**src/core/idq_map.svh**
```systemverilog
// Register offsets, field positions, reset values and configuration constants of the DAQ port.
`ifndef IDQ_MAP_SVH
`define IDQ_MAP_SVH
`define IDQ_WIN_BYTES 16
`define IDQ_BASE_MIN 16'h0100
`define IDQ_OFS_DATA 4'h0
`define IDQ_OFS_CMD 4'h2
`define IDQ_OFS_CTRL 4'h4
`define IDQ_OFS_STAT 4'h6
`define IDQ_CTL_CLR_FIFO 0
`define IDQ_CTL_CLR_EXT 1
`define IDQ_CTL_CLR_CNT 2
`define IDQ_CTL_CLR_OVF 3
`define IDQ_CTL_CAL 4
`define IDQ_ST_AVAIL 0
`define IDQ_ST_OVF 1
`define IDQ_ST_PEND 2
`define IDQ_CMD_RST 10'h000
`define IDQ_CFG_ADDR_PORT 16'h0279
`define IDQ_CFG_DATA_PORT 16'h0A79
`define IDQ_KEY_SEED 8'h6A
`define IDQ_KEY_LEN 5'h1F
`define IDQ_CFG_CTRL 8'h02
`define IDQ_CFG_ACTIVE 8'h30
`define IDQ_CFG_BASE_HI 8'h60
`define IDQ_CFG_BASE_LO 8'h61
`define IDQ_CFG_IRQ 8'h70
`define IDQ_FIFO_DEPTH 9'h100
`endif

```
**src/core/idq_pkg.sv**
```systemverilog
// Types shared by the DAQ host port.
package idq_pkg;
  typedef logic [15:0] idq_word_t;
  typedef struct packed {
    logic cnt_en;
    logic fifo_en;
    logic ext_irq_source_enable;
    logic bipolar;
    logic [1:0] gain;
    logic [3:0] chan;
  } idq_cmd_s;
  typedef enum logic [1:0] {
    IDQ_WAIT_KEY = 2'h0,
    IDQ_CONFIG = 2'h1
  } idq_cfg_e;
endpackage

```
**src/core/idq_port.sv**
```systemverilog
// Host bus port of the DAQ card: configuration, decode, interrupt routing and result FIFO.
// Behaviour
// - Claim sixteen aligned consecutive I/O bytes.
// - Accept base 0x100 to 0xFFF0, 16-byte steps.
// - Board select when SA4-SA15 match base.
// - Decode SA0-SA3 with strobes into selects.
// - Steer data buffers by read or write.
// - Base and IRQ assigned by configuration protocol.
// - Interrupt on line 3,4,5,6,7 or 9 only.
// - Forward only enabled pending interrupt sources.
// - Data interrupt while FIFO holds words.
// - External interrupt while request input low.
// - Counter interrupt on counter output rise.
// - Separate enable and clear per source.
// - Store results in 16x256 FIFO.
// - Sign-extend 12-bit result to 16 bits.
// - Full FIFO plus new result flags overflow.
// - Data-available flag in status register.
// - Writable gain 0.5, 1, 2 plus polarity.
// - Channel select covers inputs 0 to 15.
// - Start converter calibration on command.
`timescale 1ns/1ps
`include "idq_map.svh"

module idq_port
  import idq_pkg::*;
(
  input wire logic core_clk_in, // 200 MHz clock
  input wire logic rst_b_in, // Asynchronous reset, active low
  input wire logic [15:0] addr_in, // Host address SA0-SA15
  input wire idq_word_t wdata_in, // Host write data
  input wire logic wr_in, // Write strobe
  input wire logic rd_in, // Read strobe
  output idq_word_t rdata_out, // Read data, cycle after strobe
  output logic buf_en_n_out, // Data buffer enable, low active
  output logic buf_to_host_out, // Data buffer points at host
  output logic [5:0] irq_out, // Request lines 3,4,5,6,7,9
  output logic [5:0] irq_oe_n_out, // Request line enables, low drives
  input wire logic adc_valid_in, // Conversion done pulse
  input wire logic [11:0] adc_data_in, // Conversion result
  input wire logic ext_irq_request_n_in, // External request, low active
  input wire logic cnt2_in, // Counter 2 output
  output logic [3:0] mux_chan_out, // Analog channel
  output logic [1:0] gain_sel_out, // 0: x0.5, 1: x1, 2: x2
  output logic bipolar_out, // Bipolar range
  output logic cal_start_out // Calibration start pulse
);

  idq_cfg_e cfg_r;
  logic [7:0] lfsr_r;
  logic [4:0] key_cnt_r;
  logic [7:0] cfg_idx_r;
  logic [15:0] base_r;
  logic [3:0] irq_lvl_r;
  logic active_r;
  idq_cmd_s cmd_r;
  logic [2:0] pend_r;
  logic ovf_r;
  logic cnt2_d_r;
  idq_word_t mem [0:255];
  logic [7:0] wp_r;
  logic [7:0] rp_r;
  logic [8:0] cnt_r;

  // Configuration protocol decode; only the key port is live while waiting for the key.
  wire cfg_addr_wr = wr_in && addr_in == `IDQ_CFG_ADDR_PORT;
  wire key_wr = cfg_addr_wr && cfg_r == IDQ_WAIT_KEY;
  wire key_hit = wdata_in[7:0] == lfsr_r;
  wire [7:0] lfsr_nxt = {lfsr_r[1] ^ lfsr_r[0], lfsr_r[7:1]};
  wire cfg_data_wr = wr_in && addr_in == `IDQ_CFG_DATA_PORT && cfg_r == IDQ_CONFIG;
  wire idx_wr = cfg_addr_wr && cfg_r == IDQ_CONFIG;
  wire cfg_ctrl_wr = cfg_data_wr && cfg_idx_r == `IDQ_CFG_CTRL;

  // Window decode.
  wire base_ok = active_r && base_r >= `IDQ_BASE_MIN;
  wire board_sel = base_ok && addr_in[15:4] == base_r[15:4];
  wire [3:0] ofs = addr_in[3:0];
  wire pop_req = board_sel && rd_in && ofs == `IDQ_OFS_DATA;
  wire cmd_wr = board_sel && wr_in && ofs == `IDQ_OFS_CMD;
  wire ctl_wr = board_sel && wr_in && ofs == `IDQ_OFS_CTRL;
  wire stat_rd = board_sel && rd_in && ofs == `IDQ_OFS_STAT;
  wire cmd_rd = board_sel && rd_in && ofs == `IDQ_OFS_CMD;

  // FIFO control.
  wire empty = cnt_r == 9'h000;
  wire full = cnt_r == `IDQ_FIFO_DEPTH;
  wire pop = pop_req && !empty;
  wire push = adc_valid_in && (!full || pop);
  wire ovf_set = adc_valid_in && full && !pop;
  wire idq_word_t head = mem[rp_r];
  wire idq_word_t ext_word = {{4{adc_data_in[11]}}, adc_data_in};
  wire [8:0] cnt_nxt = cnt_r + {8'h00, push} - {8'h00, pop};

  // Interrupt sources; hardware set wins over a software clear in the same cycle.
  wire [2:0] src_set = {cnt2_in && !cnt2_d_r, !ext_irq_request_n_in, !empty};
  wire [2:0] src_clr = {3{ctl_wr}} & wdata_in[`IDQ_CTL_CLR_CNT:`IDQ_CTL_CLR_FIFO];
  wire [2:0] src_en = {cmd_r.cnt_en, cmd_r.ext_irq_source_enable, cmd_r.fifo_en};
  wire irq_req = |(pend_r & src_en);
  wire ovf_clr = ctl_wr && wdata_in[`IDQ_CTL_CLR_OVF];

  // One-hot line select; an unsupported level selects no line at all.
  logic [5:0] irq_sel;
  always_comb begin
    case (irq_lvl_r)
      4'h3: irq_sel = 6'h01;
      4'h4: irq_sel = 6'h02;
      4'h5: irq_sel = 6'h04;
      4'h6: irq_sel = 6'h08;
      4'h7: irq_sel = 6'h10;
      4'h9: irq_sel = 6'h20;
      default: irq_sel = 6'h00;
    endcase
  end

  // An empty data read answers zero and moves no pointer, so no stale word reaches the host.
  wire idq_word_t stat_word = {11'h000, pend_r, ovf_r, !empty};
  wire idq_word_t rd_mux = pop ? head :
                           stat_rd ? stat_word :
                           cmd_rd ? {6'h00, cmd_r} : 16'h0000;

  // Gain code 3 has no meaning and falls back to unity.
  wire [1:0] gain_wr_sel = (wdata_in[5:4] == 2'h3) ? 2'h1 : wdata_in[5:4];

  // Key sequence and configuration registers.
  always_ff @(posedge core_clk_in or negedge rst_b_in) begin
    if (!rst_b_in) begin
      cfg_r <= IDQ_WAIT_KEY;
      lfsr_r <= `IDQ_KEY_SEED;
      key_cnt_r <= 5'h00;
    end else if (key_wr) begin
      lfsr_r <= key_hit ? lfsr_nxt : `IDQ_KEY_SEED;
      key_cnt_r <= key_hit ? key_cnt_r + 5'h01 : 5'h00;
      if (key_hit && key_cnt_r == `IDQ_KEY_LEN) begin
        cfg_r <= IDQ_CONFIG;
      end
    end else if (cfg_ctrl_wr && wdata_in[1]) begin
      cfg_r <= IDQ_WAIT_KEY;
      lfsr_r <= `IDQ_KEY_SEED;
      key_cnt_r <= 5'h00;
    end
  end

  always_ff @(posedge core_clk_in or negedge rst_b_in) begin
    if (!rst_b_in) begin
      cfg_idx_r <= 8'h00;
      base_r <= 16'h0000;
      irq_lvl_r <= 4'h0;
      active_r <= 1'b0;
    end else if (idx_wr) begin
      cfg_idx_r <= wdata_in[7:0];
    end else if (cfg_ctrl_wr && wdata_in[0]) begin
      base_r <= 16'h0000;
      irq_lvl_r <= 4'h0;
      active_r <= 1'b0;
    end else if (cfg_data_wr) begin
      case (cfg_idx_r)
        `IDQ_CFG_ACTIVE: active_r <= wdata_in[0];
        `IDQ_CFG_BASE_HI: base_r[15:8] <= wdata_in[7:0];
        `IDQ_CFG_BASE_LO: base_r[7:0] <= {wdata_in[7:4], 4'h0};
        `IDQ_CFG_IRQ: irq_lvl_r <= wdata_in[3:0];
        default: base_r <= base_r;
      endcase
    end
  end

  // Command register and front-end controls.
  always_ff @(posedge core_clk_in or negedge rst_b_in) begin
    if (!rst_b_in) begin
      cmd_r <= `IDQ_CMD_RST;
      gain_sel_out <= 2'h0;
      cal_start_out <= 1'b0;
    end else begin
      if (cmd_wr) begin
        cmd_r <= wdata_in[9:0];
        gain_sel_out <= gain_wr_sel;
      end
      cal_start_out <= ctl_wr && wdata_in[`IDQ_CTL_CAL];
    end
  end

  assign mux_chan_out = cmd_r.chan;
  assign bipolar_out = cmd_r.bipolar;

  // Result FIFO.
  always_ff @(posedge core_clk_in) begin
    if (push) begin
      mem[wp_r] <= ext_word;
    end
  end

  always_ff @(posedge core_clk_in or negedge rst_b_in) begin
    if (!rst_b_in) begin
      wp_r <= 8'h00;
      rp_r <= 8'h00;
      cnt_r <= 9'h000;
      ovf_r <= 1'b0;
    end else begin
      wp_r <= wp_r + {7'h00, push};
      rp_r <= rp_r + {7'h00, pop};
      cnt_r <= cnt_nxt;
      ovf_r <= ovf_set || (ovf_r && !ovf_clr);
    end
  end

  // Interrupt pending bits and line drive.
  always_ff @(posedge core_clk_in or negedge rst_b_in) begin
    if (!rst_b_in) begin
      pend_r <= 3'h0;
      cnt2_d_r <= 1'b0;
      irq_out <= 6'h00;
      irq_oe_n_out <= 6'h3F;
    end else begin
      pend_r <= src_set | (pend_r & ~src_clr);
      cnt2_d_r <= cnt2_in;
      irq_out <= irq_sel & {6{irq_req}};
      irq_oe_n_out <= ~(irq_sel & {6{active_r}});
    end
  end

  // Bus answer and buffer steering; the buffer follows the strobe by one cycle, like the data.
  always_ff @(posedge core_clk_in or negedge rst_b_in) begin
    if (!rst_b_in) begin
      rdata_out <= 16'h0000;
      buf_en_n_out <= 1'b1;
      buf_to_host_out <= 1'b0;
    end else begin
      rdata_out <= rd_mux;
      buf_en_n_out <= !(board_sel && (rd_in || wr_in));
      buf_to_host_out <= board_sel && rd_in;
    end
  end
endmodule

```
**config.mk**
```make
export PLATFORM = sky130hd
export DESIGN_NAME = idq_port
export DESIGN_NICKNAME = d
export VERILOG_FILES = /design/src/core/idq_pkg.sv /design/src/core/idq_port.sv
export VERILOG_INCLUDE_DIRS = /design/src /design/src/core
export SDC_FILE = /design/constraint.sdc
export NUM_CORES = 2
export LEC_CHECK = 0
export BUFFER_PORTS_ARGS = -buffer_cell sky130_fd_sc_hd__buf_2
export CAP_MARGIN = 0
export CELL_PAD_IN_SITES_DETAIL_PLACEMENT = 0
export CELL_PAD_IN_SITES_GLOBAL_PLACEMENT = 1
export CORE_MARGIN = 5
export CORE_UTILIZATION = 60
export CTS_CLUSTER_DIAMETER = 60
export DETAILED_ROUTE_END_ITERATION = 8
export PLACE_DENSITY = 0.82
export SYNTH_ARGS = -nofsm -noshare
export SYNTH_HDL_FRONTEND = slang
export SYNTH_SLANG_ARGS = --single-unit
```
**constraint.sdc**
```tcl
create_clock -name core_clk_in -period 11 [get_ports core_clk_in]
set_input_delay 0 -clock core_clk_in [delete_from_list [all_inputs] [get_ports core_clk_in]]
set_output_delay 0 -clock core_clk_in [all_outputs]
set_load 0.005 [all_outputs]
```
==> out/qor.yml <==
place_congestion: 0.876
synth-warning-count: 0
worstPathArrival_ns: 6.38
fin_skew_ns: 0.0506
drt_wl_total_um: 326000
clk_pin_slew_ns: 0.06
wl_per_cell_um: 35.5
cts_max_path_buffers: 4
synth_area_per_cell_um2: 21.3
setup_viol: 0
pwr-share-seq: 0.542
synth_edf_count: 3072
drt_iter0_markers: 9965
cts_made_buffers: 324
async_flop_share: 0.0340
crit_required_ns: 11.83
p_sw_mw: 5.21
drv_slew: 0
track_usage: 0.305
path_class: "reg2reg"
dr_total_vias: 63373
p_comb_frac: 0.039
gr-total-overflow: 0
placed_area_mm2: 0.128
synth_flop_cell: "edfxtp_1"
startpoint_type: "register"
rows: 166
crit_path_end_kind: "register"
finalCritPeriodShare: 0.505
viasPerCell: 6.91
first_global_vias: 63371
dp_hpwl_um: 188000
fp.coreArea_mm2: 0.205
drv_cap: 0
power_frac_clock: 0.419
rsz0062_at_grt: "false"
post_cts_buffers: 0
fin_nets: 6337
drive_gt1_frac: 0.255
worstSkewPairLatency_ns: 0.94
worst_slew_pin_slew_ns: 1.41
antenna_found_initial: 15
ant_nets: 0
p_leak_nw: 43.3
area_delta_synth_final_pct: 12.4
drt-pass1-iter-count: 6
cts_hold_buf: 84
layoutNonFillerInstCount: 9177
port_buffers: 82
cts_tree: "yes"
drcViolationCount: 0
cts_resized: 0
ys_seq_area_frac: 0.770
grt_max_degree: 120
die_x_um: 463
p_sw_frac: 0.209
period_minus_slack_ns: 5.55
grt_pass1_wl_um: 467000
tns_ns: 0
cp_max_fo: 80
hold_class: "in2reg"
place_inst: 8543
netlist_area_mm2: 0.123
power.density_mw_per_mm2: 179
synth_top_area_cell: "edfxtp_1"
synth_cells: 5800
synth_top_area_share: 0.748
die-area_mm2: 0.215
cts_max_level: 5
synth_cell_types: 74
hold_viol: 0
relSlewSlack: 0.0545
fmax_mhz: 180
power.internal_mw: 19.7
vdd_drop_max_uv: 194
start_util: 0.603
ys_ff_latch: 3180
cts.sinks: 3180
syn_nets: 5870
fin_area_mm2: 0.139
synth_area_leaders: "edfxtp_1 75%, mux4_2 13%, mux2i_1 2.1%, dfrtp_1 2.0%, nor2_1 1.1%"
io_pins: 89
die_y_um: 463
cts.root.buffer_cell: "clkbuf_16"
status: "finished, final reports clean"
-- logic make-up (layout without fill, tap and decap cells) --
family	count (synthesis)	in the layout	synth area share
buf+inv	360	1045	0.0159
other cells	0	4	0
flops	3180	3180	0.770
fa+ha+maj	19	19	0.00199
compound gates	450	450	0.0251
xor+xnor	42	42	0.00298
mux	1034	1034	0.159
simple gates	715	715	0.0254
-- state kept, by name (all words and copies together) (netlist names), 2 cells and up --
register	count
mux_chan_out	4
rp_r	8
cnt_r	9
lfsr_r	8
gain_sel_out	2
irq_lvl_r	4
irq_oe_n_out	6
irq_out	6
cfg_idx_r	8
mem	3072
base_r	12
pend_r	3
rdata_out	12
cmd_r	5
wp_r	8
key_cnt_r	5
-- critical path, cell delays in order (launching register included) --
cell and delay (ns):
dfrtp_4 0.97, buf_12 0.55, buf_4 0.59, mux4_2 0.58, nand2_1 0.09, nand2_1 0.09, a221oi_1 0.36, nor3_1 0.29
o41ai_1 1.03, o22ai_1 0.41, a31o_2 0.32
-- cells in the mapped netlist (all sizes together), types with 7 or more instances --
| library cell | instances |
|---|---|
| a2111oi | 8 |
| a211oi | 32 |
| a21oi | 78 |
| a221oi | 33 |
| a22o | 14 |
| a22oi | 56 |
| a311oi | 7 |
| a31oi | 14 |
| and2 | 11 |
| and3 | 10 |
| buf | 194 |
| clkbuf | 145 |
| dfrtp | 97 |
| dfstp | 11 |
| edfxtp | 3072 |
| ha | 18 |
| inv | 20 |
| mux2 | 37 |
| mux2i | 260 |
| mux4 | 737 |
| nand2 | 181 |
| nand2b | 9 |
| nand3 | 42 |
| nand4 | 17 |
| nor2 | 356 |
| nor2b | 30 |
| nor3 | 18 |
| nor4 | 14 |
| o211ai | 7 |
| o21ai | 64 |
| o221ai | 16 |
| o22ai | 64 |
| o31ai | 7 |
| xnor2 | 24 |
| xor2 | 18 |
-- stage by stage --
| stage | hold WS (ns) | setup WS [ns] | power [mW] | util |
|---|---|---|---|---|
| 3_3_place_gp | 0.0101 | 5.71 | 14.6 | 0.626 |
| 3_5_place_dp | 0.0185 | 5.71 | 14.7 | 0.626 |
| 6_report | 0.0787 | 5.45 | 24.9 | 0.678 |
| 5_1_grt | 0.0927 | 5.12 | 25.6 | 0.678 |
| 4_1_cts | 0.0225 | 5.60 | 24.9 | 0.678 |
| 2_1_floorplan | -0.296 | 7.32 | 14.1 | - |
-- power groups by stage --
stage               Combinational [mW]  Sequential (mW)  Clock [mW]
floorplan                        0.350             13.7           0
global placement                 0.885             13.7           0
detailed placement               0.912             13.7           0
CTS                              0.941             13.5        10.5
global route                     0.998             13.5        11.1
finish                           0.967             13.5        10.4
-- per-layer routing --
layer  global-route usage  part of all wire  vias up
met1                0.432              0.36    33007
met3               0.0829              0.13      771
li1                     -                 -    25037
met2                0.455              0.46     4552
met5                    0           0.00025        -
met4                0.138             0.053        6
-- cell type report --
| type | count | area [um2] |
|---|---|---|
| flip-flops and latches | 3180 | 95000 |
| fillers | 12283 | 65900 |
| multi-input cells | 2260 | 26600 |
| clock buffers | 401 | 8550 |
| repair buffers | 480 | 3830 |
| well taps | 2688 | 3360 |
| clock inverters | 143 | 1290 |
| inverters | 21 | 91.3 |
| diodes | 4 | 10.0 |
-- cell usage in the layout, fill, tap and decap left out, types with 33 or more instances in the layout --
cell type,count
clkinv_1,59
nor2_1,342
clkbuf_16,331
dlygate4sd3_1,83
nand2_1,172
a21oi_1,78
buf_4,306
nand3_1,37
o22ai_1,64
mux2i_1,260
a22oi_1,56
clkinv_2,43
a221oi_1,33
mux4_2,737
mux2_2,37
dfrtp_1,90
buf_2,69
o21ai_0,63
edfxtp_1,3072
clkbuf_1,70
-- path summary, 6_finish.rpt --
check,start,to,slack [ns],cells after the start
max in group asynchronous,rst_b_in,rp_r[2],9.85,4
worst min-delay path,wdata_in[1],irq_lvl_r[1],0.08,4
worst min register to register,cmd_r[4],cmd_r[4],0.50,1
min in group asynchronous,rst_b_in,base_r[8],0.17,4
worst max-delay path,rp_r[0],rdata_out[4],5.45,10
worst max register to register,rp_r[0],rdata_out[4],5.45,10
Note: power is estimated with default switching activity, not from simulation.
